**config.mk**
```make
export PLATFORM = sky130hd
export DESIGN_NAME = explicit_tx_parser
export DESIGN_NICKNAME = d
export VERILOG_FILES = /design/src/inc/tx_frame_pkg.sv /design/src/core/explicit_tx_parser.sv
export SDC_FILE = /design/constraint.sdc
export NUM_CORES = 1
export LEC_CHECK = 0
export ABC_CLOCK_PERIOD_IN_PS = 5200
export BUFFER_PORTS_ARGS = -buffer_cell sky130_fd_sc_hd__buf_2
export CAP_MARGIN = 25
export CORE_UTILIZATION = 55
export DETAILED_ROUTE_END_ITERATION = 8
export PLACE_DENSITY = 0.87
export SLEW_MARGIN = 20
export SYNTH_ARGS = -nofsm -noshare
export SYNTH_HDL_FRONTEND = slang
export SYNTH_SLANG_ARGS = --single-unit
```
**constraint.sdc**
```tcl
create_clock -name clk -period 5.2 [get_ports clk]
set_clock_uncertainty 0.05 [all_clocks]
set_input_delay 0.78 -clock clk [delete_from_list [all_inputs] [get_ports clk]]
set_output_delay 0.78 -clock clk [all_outputs]
set_load 0.05 [all_outputs]
```
**src/inc/tx_frame_pkg.sv**
```systemverilog
package tx_frame_pkg;
  localparam logic [7:0] START_DELIM = 8'h7e;
  localparam logic [7:0] TYPE_EXPLICIT_TX = 8'h11;
  localparam logic [7:0] TYPE_TX_STATUS = 8'h8b;
  localparam logic [7:0] OPT_DISABLE_ACK = 8'h01;
  localparam logic [7:0] CHECKSUM_GOOD = 8'hff;
  // Offsets into the frame data, counted from the start delimiter
  localparam int OFS_TYPE = 3;
  localparam int OFS_ID = 4;
  localparam int OFS_ADDR_FIRST = 5;
  localparam int OFS_ADDR_LAST = 12;
  localparam int OFS_ENDPOINT = 16;
  localparam int OFS_CLUSTER_HI = 17;
  localparam int OFS_CLUSTER_LO = 18;
  localparam int OFS_OPTIONS = 22;
  localparam int OFS_PAYLOAD = 23;
  localparam int MAX_PAYLOAD = 1392;
  localparam int HW_ADDR_BYTES = 6;
  localparam logic [15:0] HEADER_LEN = 16'h0014;
  localparam logic [15:0] MAX_LEN = 16'h0584;
  localparam int CNT_W = 11;
  localparam logic [47:0] OWN_HW_ADDR_DEFAULT = 48'h0000_0000_0001;
endpackage

```
**src/core/explicit_tx_parser.sv**
```systemverilog
`timescale 1ns/1ps
// What this block does
// - Type byte at offset 3 must be 0x11
// - Keep identifier, echo in status frame 0x8b
// - Zero identifier suppresses the status frame
// - Own hardware address match, else IPv4
// - Endpoint at 16, cluster at 17-18
// - Options bit 0x01 disables acknowledgement
// - Payload from 23, up to 1392 bytes
module explicit_tx_parser
  import tx_frame_pkg::*;
(
  // Clock and reset
  input wire logic clk,
  input wire logic rst,
  // Own identity
  input wire logic [47:0] ownHwAddr,
  // Serial byte stream in
  input wire logic [7:0] inByte,
  input wire logic inValid,
  output logic inReady,
  // Payload bytes out
  output logic [7:0] payByte,
  output logic payValid,
  input wire logic payReady,
  // Decoded request; reqDone or reqBad pulses once after the checksum byte
  output logic reqDone,
  output logic reqBad,
  output logic [7:0] reqId,
  output logic [63:0] reqAddr,
  output logic reqIsHwAddr,
  output logic [7:0] reqEndpoint,
  output logic [15:0] reqCluster,
  output logic reqNoAck,
  output logic [10:0] reqPayLen,
  output logic statusReq,
  output logic [7:0] statusType
);
  import tx_frame_pkg::*;

  typedef enum {S_DELIM, S_LENHI, S_LENLO, S_BODY, S_SUM} state_e;
  state_e state_reg, state_next;

  logic [15:0] len_reg;
  logic [15:0] pos_reg;
  logic [7:0] sum_reg;
  logic [7:0] type_reg;
  logic [7:0] id_reg;
  logic [63:0] addr_reg;
  logic [7:0] ep_reg;
  logic [15:0] cl_reg;
  logic [7:0] opt_reg;
  logic [10:0] payCnt_reg;
  logic [7:0] buf0_reg, buf1_reg;
  logic [1:0] fill_reg;
  logic done_reg, bad_reg, stat_reg;

  // Two-entry skid buffer on the payload path
  wire bufFull = (fill_reg == 2'd2);
  wire inFire = inValid && inReady;
  wire outFire = payValid && payReady;
  wire atBody = (state_reg == S_BODY);
  wire [15:0] ofs = pos_reg;
  wire lastBody = atBody && (pos_reg == len_reg + 16'd2);
  wire isPayload = atBody && (ofs >= 16'(OFS_PAYLOAD));
  wire payFits = (payCnt_reg < 11'(MAX_PAYLOAD));
  wire pushPay = inFire && isPayload && payFits
                 && (type_reg == TYPE_EXPLICIT_TX);
  wire [7:0] sumNext = sum_reg + inByte;
  wire sumOk = (sumNext == CHECKSUM_GOOD);
  wire typeOk = (type_reg == TYPE_EXPLICIT_TX);
  wire lenOk = (len_reg >= HEADER_LEN) && (len_reg <= MAX_LEN);
  wire goodFrame = sumOk && typeOk;
  // Low six bytes compared with own address
  wire hwMatch = (addr_reg[8*HW_ADDR_BYTES-1:0] == ownHwAddr);

  // Fill after this edge; both handshakes leave flip-flops
  wire [1:0] fillNext = fill_reg + {1'b0, pushPay} - {1'b0, outFire};
  assign payByte = buf0_reg;

  always_comb begin
    state_next = state_reg;
    case (state_reg)
      S_DELIM: if (inFire && inByte == START_DELIM) state_next = S_LENHI;
      S_LENHI: if (inFire) state_next = S_LENLO;
      S_LENLO: if (inFire) state_next = S_BODY;
      S_BODY: if (inFire && lastBody) state_next = S_SUM;
      S_SUM: if (inFire) state_next = S_DELIM;
      default: state_next = S_DELIM;
    endcase
  end

  always_ff @(posedge clk) begin
    if (rst) state_reg <= S_DELIM;
    else state_reg <= state_next;
  end

  // Length and position tracking
  always_ff @(posedge clk) begin
    if (rst) begin
      len_reg <= 16'h0000;
      pos_reg <= 16'h0000;
      sum_reg <= 8'h00;
    end else if (inFire) begin
      pos_reg <= (state_reg == S_DELIM) ? 16'd1 : pos_reg + 16'd1;
      if (state_reg == S_LENHI) len_reg[15:8] <= inByte;
      if (state_reg == S_LENLO) len_reg[7:0] <= inByte;
      if (state_reg == S_LENLO) begin
        if (inByte == 8'h00 && len_reg[15:8] == 8'h00) begin
          len_reg <= 16'h0001;
        end
      end
      sum_reg <= atBody ? sumNext : 8'h00;
    end
  end

  // Field capture; reserved bytes never stored
  always_ff @(posedge clk) begin
    if (rst) begin
      type_reg <= 8'h00;
      id_reg <= 8'h00;
      addr_reg <= 64'h0;
      ep_reg <= 8'h00;
      cl_reg <= 16'h0000;
      opt_reg <= 8'h00;
    end else if (inFire && atBody) begin
      if (ofs == 16'(OFS_TYPE)) type_reg <= inByte;
      if (ofs == 16'(OFS_ID)) id_reg <= inByte;
      if (ofs >= 16'(OFS_ADDR_FIRST) && ofs <= 16'(OFS_ADDR_LAST)) begin
        addr_reg <= {addr_reg[55:0], inByte};
      end
      if (ofs == 16'(OFS_ENDPOINT)) ep_reg <= inByte;
      if (ofs == 16'(OFS_CLUSTER_HI)) cl_reg[15:8] <= inByte;
      if (ofs == 16'(OFS_CLUSTER_LO)) cl_reg[7:0] <= inByte;
      if (ofs == 16'(OFS_OPTIONS)) opt_reg <= inByte;
    end
  end

  always_ff @(posedge clk) begin
    if (rst) payCnt_reg <= 11'd0;
    else if (state_reg == S_DELIM) payCnt_reg <= 11'd0;
    else if (pushPay) payCnt_reg <= payCnt_reg + 11'd1;
  end

  // Buffer: entry 0 is the head
  // Ready drops on full even for header bytes: shorter path
  always_ff @(posedge clk) begin
    if (rst) begin
      fill_reg <= 2'd0;
      buf0_reg <= 8'h00;
      buf1_reg <= 8'h00;
      inReady <= 1'b1;
      payValid <= 1'b0;
    end else begin
      inReady <= (fillNext != 2'h2);
      payValid <= (fillNext != 2'h0);
      case ({pushPay, outFire})
        2'b10: begin
          if (fill_reg == 2'd0) buf0_reg <= inByte;
          else buf1_reg <= inByte;
          fill_reg <= fill_reg + 2'd1;
        end
        2'b01: begin
          buf0_reg <= buf1_reg;
          fill_reg <= fill_reg - 2'd1;
        end
        2'b11: begin
          if (fill_reg == 2'd1) buf0_reg <= inByte;
          else begin
            buf0_reg <= buf1_reg;
            buf1_reg <= inByte;
          end
        end
        default: fill_reg <= fill_reg;
      endcase
    end
  end

  wire endFrame = inFire && (state_reg == S_SUM);

  // Results are published only after the checksum
  always_ff @(posedge clk) begin
    if (rst) begin
      done_reg <= 1'b0;
      bad_reg <= 1'b0;
      stat_reg <= 1'b0;
      reqId <= 8'h00;
      reqAddr <= 64'h0;
      reqIsHwAddr <= 1'b0;
      reqEndpoint <= 8'h00;
      reqCluster <= 16'h0000;
      reqNoAck <= 1'b0;
      reqPayLen <= 11'd0;
      statusType <= TYPE_TX_STATUS;
    end else begin
      done_reg <= endFrame && goodFrame && lenOk;
      bad_reg <= endFrame && !(goodFrame && lenOk);
      stat_reg <= endFrame && goodFrame && lenOk
                  && (id_reg != 8'h00);
      if (endFrame && goodFrame && lenOk) begin
        reqId <= id_reg;
        reqAddr <= addr_reg;
        reqIsHwAddr <= hwMatch;
        reqEndpoint <= ep_reg;
        reqCluster <= cl_reg;
        reqNoAck <= (opt_reg & OPT_DISABLE_ACK) != 8'h00;
        reqPayLen <= payCnt_reg;
      end
    end
  end

  assign reqDone = done_reg;
  assign reqBad = bad_reg;
  assign statusReq = stat_reg;

  AST_STATUS_ZERO_ID: assert property (@(posedge clk) disable iff (rst)
    statusReq |-> reqId != 8'h00 && reqDone)
    else $error("status requested for zero identifier");
  AST_DONE_AFTER_SUM: assert property (@(posedge clk) disable iff (rst)
    reqDone |-> $past(state_reg == S_SUM) && $past(inFire))
    else $error("request done without checksum byte");
  AST_STATUS_ECHO: assert property (@(posedge clk) disable iff (rst)
    statusReq |-> reqId == $past(id_reg))
    else $error("status identifier not echoed");
  AST_TYPE_OK: assert property (@(posedge clk) disable iff (rst)
    reqDone |-> $past(type_reg) == TYPE_EXPLICIT_TX)
    else $error("wrong frame type accepted");
  AST_PAY_LIMIT: assert property (@(posedge clk) disable iff (rst)
    payCnt_reg <= 11'(MAX_PAYLOAD))
    else $error("payload count over limit");
  AST_NOACK: assert property (@(posedge clk) disable iff (rst)
    reqDone |-> reqNoAck == $past(opt_reg[0]))
    else $error("ack option not decoded");
  AST_HWADDR: assert property (@(posedge clk) disable iff (rst)
    reqDone |-> reqIsHwAddr == $past(hwMatch))
    else $error("hardware address match wrong");
  AST_CLUSTER: assert property (@(posedge clk) disable iff (rst)
    reqDone |-> reqCluster == $past(cl_reg)
                && reqEndpoint == $past(ep_reg))
    else $error("endpoint or cluster wrong");
  AST_NO_OVERFLOW: assert property (@(posedge clk) disable iff (rst)
    bufFull && !payReady |=> fill_reg == 2'd2)
    else $error("buffer lost a word");
  COV_STATUS: cover property (@(posedge clk) statusReq);
  COV_SILENT: cover property (@(posedge clk) reqDone && !statusReq);
  COV_BAD: cover property (@(posedge clk) reqBad);
  COV_STALL: cover property (@(posedge clk) bufFull && !inReady);
endmodule

```
=== Word level (Yosys, flattened, before mapping) ===
Index checks and enable logic that the tools add are counted.
W data, S select, Z words.

* Register bits after elaboration: 320
* Input port bits: 60
* Output and inout bits: 130
* Word-level logic and storage cells: 134

* Add/subtract/negate cells: 8
* Magnitude comparators: 6
* Equality and inequality tests: 32
* Muxes and demuxes: 19
* Reduce and logical (&&, ||, !) cells: 42

{| class="wikitable"
|+ Operators with widths
! kind !! number
|-
| $mux W32 || 5
|-
| $pmux W32 S5 || 1
|-
| $eq A32 B2 Y1 const B || 3
|-
| $eq A32 B3 Y1 const B || 3
|-
| $eq A16 B5 Y1 const B || 4
|-
| $logic_not A32 Y1 || 2
|-
| $mux W8 || 7
|-
| $eq A48 B48 Y1 || 1
|-
| $mux W16 || 3
|-
| $eq A32 B1 Y1 const B || 1
|-
| $eq A32 B4 Y1 const B || 1
|-
| $ge A16 B5 Y1 const B || 2
|-
| $pmux W8 S3 || 1
|-
| $logic_and A1 B1 Y1 || 20
|-
| $ne A2 B2 Y1 const B || 9
|-
| $add A16 B1 Y16 const B || 1
|-
| $add A16 B2 Y16 const B || 1
|-
| $eq A16 B16 Y1 || 1
|-
| $eq A16 B2 Y1 const B || 1
|-
| $eq A16 B3 Y1 const B || 1
|-
| $ge A16 B3 Y1 const B || 1
|-
| $le A16 B11 Y1 const B || 1
|-
| $le A16 B4 Y1 const B || 1
|-
| $logic_not A8 Y1 || 2
|-
| other kinds (23) || 34
|}

=== Logic depth before layout (Yosys ltp) ===
Gate-level depths: netlist (run 1).

* Depth after elaboration: 8
* Gate-level depth with buffers: 11
* Mapped depth without buffers: 10

=== Worst setup path after synthesis (run 1) ===
Ideal clock, no wire load.

* Kind: input to register
* Start point: input inByte[0]
* End point: register reqAddr[60]
* Library setup time: 72 ps
* Arrival: 2896 ps
* Data required time: 5078 ps
* Setup slack: 2183 ps
* Stages: 11
* Path buffers: 3
* Cell sequence: ha_1 -> fa_1 -> a211oi_1 -> o21ai_0 -> a21oi_1 -> xnor2_1 -> and4_4 -> buf_6 -> buf_6 -> buf_12 -> mux2i_1

* Longest elaborated chain between the ends: 5

{| class="wikitable"
|+ Ends and longest elaborated chain
! what !! RTL line !! RTL
|-
| start, declared || explicit_tx_parser.sv:19 || <nowiki>input wire logic [7:0] inByte,</nowiki>
|-
| $add A8 B8 Y8 || explicit_tx_parser.sv:69 || <nowiki>wire [7:0] sumNext = sum_reg + inByte;</nowiki>
|-
| $eq A8 B8 Y1 || explicit_tx_parser.sv:70 || <nowiki>wire sumOk = (sumNext == CHECKSUM_GOOD);</nowiki>
|-
| $logic_and A1 B1 Y1 || explicit_tx_parser.sv:73 || <nowiki>wire goodFrame = sumOk && typeOk;</nowiki>
|-
| $logic_and A1 B1 Y1 (2 in a row) || explicit_tx_parser.sv:200 || <nowiki>if (endFrame && goodFrame && lenOk) begin</nowiki>
|-
| end signal, assigned || explicit_tx_parser.sv:202 || <nowiki>reqAddr <= addr_reg;</nowiki>
|-
| end, declared || explicit_tx_parser.sv:30 || <nowiki>output logic [63:0] reqAddr,</nowiki>
|}

Every way passes these cells.
A chain may end at the register's enable or synchronous reset.

=== Final worst setup path (run 1) ===
* Start point: input inByte[0]
* End point: register reqAddr[41]

The elaborated chain is that of the path after synthesis.

==> summary.txt, run 1 <==
P_leak: 5.32 nW
DR WL/cell: 16.8 µm
grt peak-use layer: met2
num rows: 55
Nets: 1709
CP top delay family: simple AND/OR/NAND/NOR gates
remaining antenna violation count: 0
Horiz. Die Dim: 155 µm
fin crit period: 3.52 ns
Slew Viols, Final: 0
flops & latches, synth: 291
warning count from the yosys run: 0
async set or reset register ratio after synthesis: 0%
post-synth design cell area: 0.0129 mm²
CTS Hold Bufs: 0
Worst Tran Pin Value: 0.848 ns
Core ar.: 0.0228 mm²
Reg2Reg Setup Slack: 1.86 ns
die footprint: 0.0240 mm²
total wire length: 33000 µm
root buffer cell: clkbuf_16
initial antenna violation count: 1
Slew headroom: 43.1%
# fillers: 1822
worst endpoint required time: 5.60 ns
cells on worst reg2reg path: 9
Worst IR Drop VDD: 0.293 mV
Post-synth EDFFs: 0
# resized after CTS: 0
register clock-pin slew on the reported worst setup and hold paths: 0.06 ns
I/O Buffers: 181
syn_area_per_cell: 8.57 µm²
Initial Utilization: 56.6%
TNS Setup: 0 ns
GRT Total Usage: 26.7%
post-synthesis cell count: 1504
reg-to-reg startpoint: sum_reg[0]
critical path class: primary input to register
DR iter-0 viols: 927
f_max: 284 MHz
GRT overflow: 0
Yosys cell types: 62
Synth top area share: 45.2%
critical path fanouts, max: 40
final setup margin: 1.68 ns
vias in the first global route: 10300
top-count cell post-synth: nand2_1
share of layout cells above drive strength 1: 14.9%
Vias: 10900
Area Overhead vs Synth: 13.9%
CTS tree: built
power per cell area: 307 mW/mm²
Clk Latency, worst-skew pair: 0.56 ns
CP arrival: 3.92 ns
RSZ-0062 raised after global routing: no
first-pass GRT wire length: 52100 µm
First-pass DRT Iterations: 5
worst-path cell chain: buf_2, ha_1, fa_1, a211oi_1, o21ai_0, a21oi_1, xnor2_1, and4_4, buf_12, mux2i_1
RePlAce Congestion: 0.933
final-report hold violation count: 0
Worst Hold End: ep_reg[3]
Max Root-Sink Buffers: 3
outcome: completed
worst hold stages: 2
die height: 155 µm
Sink Count: 291
post-synthesis sequential area ratio: 45.2%
ant diodes: 0
max_cap viols: 0
setup violators final: 0
Synth area leader: dfxtp_1
CP Launch Type: primary input
Final Total Pwr: 4.51 mW
Place WS: 1.22 ns
# IOs: 190
Via density: 5.58
GRT met3 Usage: 4.26%
met1 global-route usage: 33.9%
Max stage delay on crit path: 0.81 ns
crit path from: inByte[0]
M2 GR Usage: 45.0%
Hold Path Origin: ep_reg[3]
detailed-route DRC error count: 0
crit path max-delay cell type: and4_4
Worst R2R End: reqAddr[41]
post-CTS setup buffers: 0
type of the most critical hold path: register to register
Worst Path Buf+Inv: 2
htree depth: 1
ys flop type: dfxtp_1
dpl hpwl: 22600 µm
Worst setup EP type: register
largest net degree at the start of global routing: 109
total CTS buffers: 29
largest cells by area after synthesis: dfxtp_1, nand2_1, mux2i_1
final hold slack: 0.401 ns
Commonest cells post-synth: nand2_1, dfxtp_1, mux2i_1, a21oi_1, nor2_1
Final Cycle Share: 67.6%
-- layout make-up --
type                    count  area [µm²]  area share [%]
flip-flops and latches    291        5830            39.7
well taps                 313         392            2.67
clock buffers              44         822            5.60
multi-input cells        1094        6450            43.9
inverters                  20        80.1           0.545
repair buffers            191        1030            6.99
clock inverters             8        87.6           0.597
-- report_power, final --
part | total, mW | internal (mW) | switching, mW
logic | 0.246 | 0.0685 | 0.177
registers | 2.25 | 2.24 | 0.0101
clock network | 2.02 | 1.14 | 0.874
total | 4.51 | 3.45 | 1.06
-- through the flow --
| stage | cells | util (%) | instance area (µm²) |
|---|---|---|---|
| 2_1_floorplan | 1510 | - | 12900 |
| 3_3_place_gp | 1907 | 60.3 | 13700 |
| 3_5_place_dp | 1908 | 60.4 | 13800 |
| 4_1_cts | 1960 | 64.4 | 14700 |
| 5_1_grt | 1961 | 64.4 | 14700 |
| 6_report | 1961 | 64.4 | 14700 |
-- worst max-delay path by stage --
stage / end / cells after the start / slack [ns]
floorplan: reqAddr[60] / 11 / 2.18
global placement: reqCluster[10] / 10 / 1.30
detailed placement: reqAddr[4] / 10 / 1.22
CTS: reqAddr[41] / 10 / 1.71
global route: reqAddr[41] / 10 / 1.52
finish: reqAddr[41] / 10 / 1.68
-- tightest hold or removal path: stages (launching register included) --
cell	delay [ns]
dfxtp_1	0.31
nand2_1	0.05
a21oi_1	0.05
-- kinds of logic after synthesis --
family	after synthesis	share of synthesized area [%]
and+or+nand+nor	649	21.6
DFF	291	45.2
AOI/OAI and AO/OA	172	8.04
muxes	144	11.2
buffers and inverters	125	4.92
xor gates and xnor gates	99	6.73
adders and majority gates	22	2.19
other	2	0.0583
-- cell usage in the layout (no fill, tap or decap), types with 11 or more instances in the layout --
cell type	Yosys	final
mux2i_1	144	144
nor4_1	15	15
a21oi_1	108	108
nand3_1	17	17
ha_1	21	21
xor2_1	23	23
and3_1	15	15
nand4_1	27	27
a211oi_1	12	12
dfxtp_1	291	291
clkbuf_1	59	11
buf_2	20	180
nand2_1	436	436
nor2_1	89	89
xnor2_1	76	76
inv_1	19	19
clkbuf_16	0	29
nor3_1	14	14
-- metal layers --
layer  routed length [µm]  share of wire (%)
met3                 2510                7.6
met2                15600                 47
met4                 1300                3.9
met1                13600                 41
met5                    0                  0
Power figures use the tool's default switching activity.
==> inputs of run 2 (changes only) <==
--- a/config.mk
+++ b/config.mk
@@ -5,10 +5,10 @@
 export SDC_FILE = /design/constraint.sdc
 export NUM_CORES = 1
 export LEC_CHECK = 0
-export ABC_CLOCK_PERIOD_IN_PS = 5200
+export ABC_CLOCK_PERIOD_IN_PS = 3200
 export BUFFER_PORTS_ARGS = -buffer_cell sky130_fd_sc_hd__buf_2
 export CAP_MARGIN = 25
-export CORE_UTILIZATION = 55
+export CORE_UTILIZATION = 52
 export DETAILED_ROUTE_END_ITERATION = 8
 export PLACE_DENSITY = 0.87
 export SLEW_MARGIN = 20
==> constraint.sdc (replaced) <==
create_clock -name clk -period 3.2 [get_ports clk]
set_clock_uncertainty 0.05 [all_clocks]
set_input_delay 0.48 -clock clk [delete_from_list [all_inputs] [get_ports clk]]
set_output_delay 0.48 -clock clk [all_outputs]
set_load 0.05 [all_outputs]
==> summary.txt, run 2 (synthesized netlist as in run 1, its figures left out) <==
ant diodes: 0
Core ar.: 0.0243 mm²
critical path class: register to register
Worst IR Drop VDD: 0.400 mV
root buffer cell: clkbuf_16
most frequent cells in the layout: nand2_1, dfxtp_1, buf_2
die footprint: 0.0254 mm²
worst endpoint required time: 3.65 ns
remaining antenna violation count: 0
total CTS buffers: 30
# fillers: 1952
Slew headroom: 38.2%
Vias: 11100
GRT Total Usage: 26.0%
CP top delay family: adder cells
Worst setup EP type: register
P_leak: 5.52 nW
share of layout cells above drive strength 1: 16.7%
power per cell area: 513 mW/mm²
f_max: 343 MHz
TNS Setup: 0 ns
# resized after CTS: 0
setup violators final: 0
Comb pwr share: 5.5%
Nets: 1731
# IOs: 190
final-report hold violation count: 0
type of the most critical hold path: primary input to register
Reg2Reg Setup Slack: 0.29 ns
worst-path cell chain: ha_1, fa_1, a211oi_1, o21ai_0, a21oi_1, xnor2_1, and4_4, buf_12, mux2i_1
CP arrival: 3.36 ns
Clock power frac: 47.1%
fin crit period: 2.91 ns
total wire length: 33900 µm
final hold slack: 0.280 ns
largest net degree at the start of global routing: 113
Via density: 5.57
initial antenna violation count: 1
first-pass GRT wire length: 53700 µm
Initial Utilization: 53.0%
GRT overflow: 0
die height: 159 µm
CP Launch Type: register
Max Root-Sink Buffers: 3
crit path max-delay cell type: and4_4
commonest non-fill, non-tap cell in the layout: nand2_1
Slew Viols, Final: 0
CTS Hold Bufs: 0
register clock-pin slew on the reported worst setup and hold paths: 0.07 ns
Horiz. Die Dim: 159 µm
Final Cycle Share: 91.0%
DR iter-0 viols: 1071
Worst Tran Pin Value: 0.927 ns
num rows: 57
Final Total Pwr: 7.71 mW
vias in the first global route: 10400
Switching Fraction: 23.5%
Internal: 5.89 mW
Max stage delay on crit path: 0.49 ns
htree depth: 1
Clk Latency, worst-skew pair: 0.59 ns
Switch Pwr: 1.81 mW
outcome: completed
First-pass DRT Iterations: 5
critical path fanouts, max: 31
detailed-route DRC error count: 0
dpl hpwl: 23100 µm
Area Overhead vs Synth: 16.5%
post-CTS setup buffers: 0
sequential power share: 47.4%
final core occ: 61.7%
CTS tree: built
Worst Path Buf+Inv: 1
DR WL/cell: 17.0 µm
Sink Count: 291
max_cap viols: 0
RSZ-0062 raised after global routing: no
I/O Buffers: 181
RePlAce Congestion: 0.909
==> run 2: stage by stage <==
step / instance area (µm²) / cells / worst slack [ns]
3_3_place_gp: 14000 / 1941 / 0.106
5_1_grt: 15000 / 1997 / 0.114
3_5_place_dp: 14000 / 1941 / 0.0223
2_1_floorplan: 12900 / 1510 / 0.483
6_report: 15000 / 1997 / 0.289
4_1_cts: 15000 / 1997 / 0.330
==> run 2: layout make-up <==
type                       instances  area, µm²  share of cell area, %
tap                              324        405                   2.70
inverter                          20       80.1                  0.533
clock buffer                      39        855                   5.69
clock inverter                    17        194                   1.29
sequential                       291       5830                   38.8
multi-input combinational       1094       6450                   43.0
timing repair buffer             212       1200                   8.02
==> run 2: tightest hold or removal path: stages <==
cell,delay [ns]
buf_2,0.10
ha_1,0.15
a22o_1,0.13
==> run 2: power by group through the flow <==
stage	registers (mW)	logic, mW	clock network (mW)
5_1_grt	3.66	0.454	3.81
2_1_floorplan	3.79	0.229	0
3_5_place_dp	3.74	0.417	0
3_3_place_gp	3.74	0.409	0
6_report	3.66	0.423	3.63
4_1_cts	3.66	0.420	3.66
==> run 2: path summary, 6_finish.rpt <==
check	cells past startpoint	end	start
worst min-delay path	3	sum_reg[0]	inByte[0]
worst max register to register	9	reqAddr[14]	sum_reg[0]
worst min register to register	2	reqAddr[60]	reqAddr[60]
worst max-delay path	9	reqAddr[14]	sum_reg[0]
==> run 2: metal layers <==
metal | track usage (%) | vias to the layer above | wire (µm)
li1 | - | 5301 | -
met1 | 32.2 | 5256 | 13800
met2 | 44.8 | 465 | 16300
met3 | 4.17 | 93 | 2360
met4 | 10.7 | 0 | 1440
met5 | 0 | - | 0
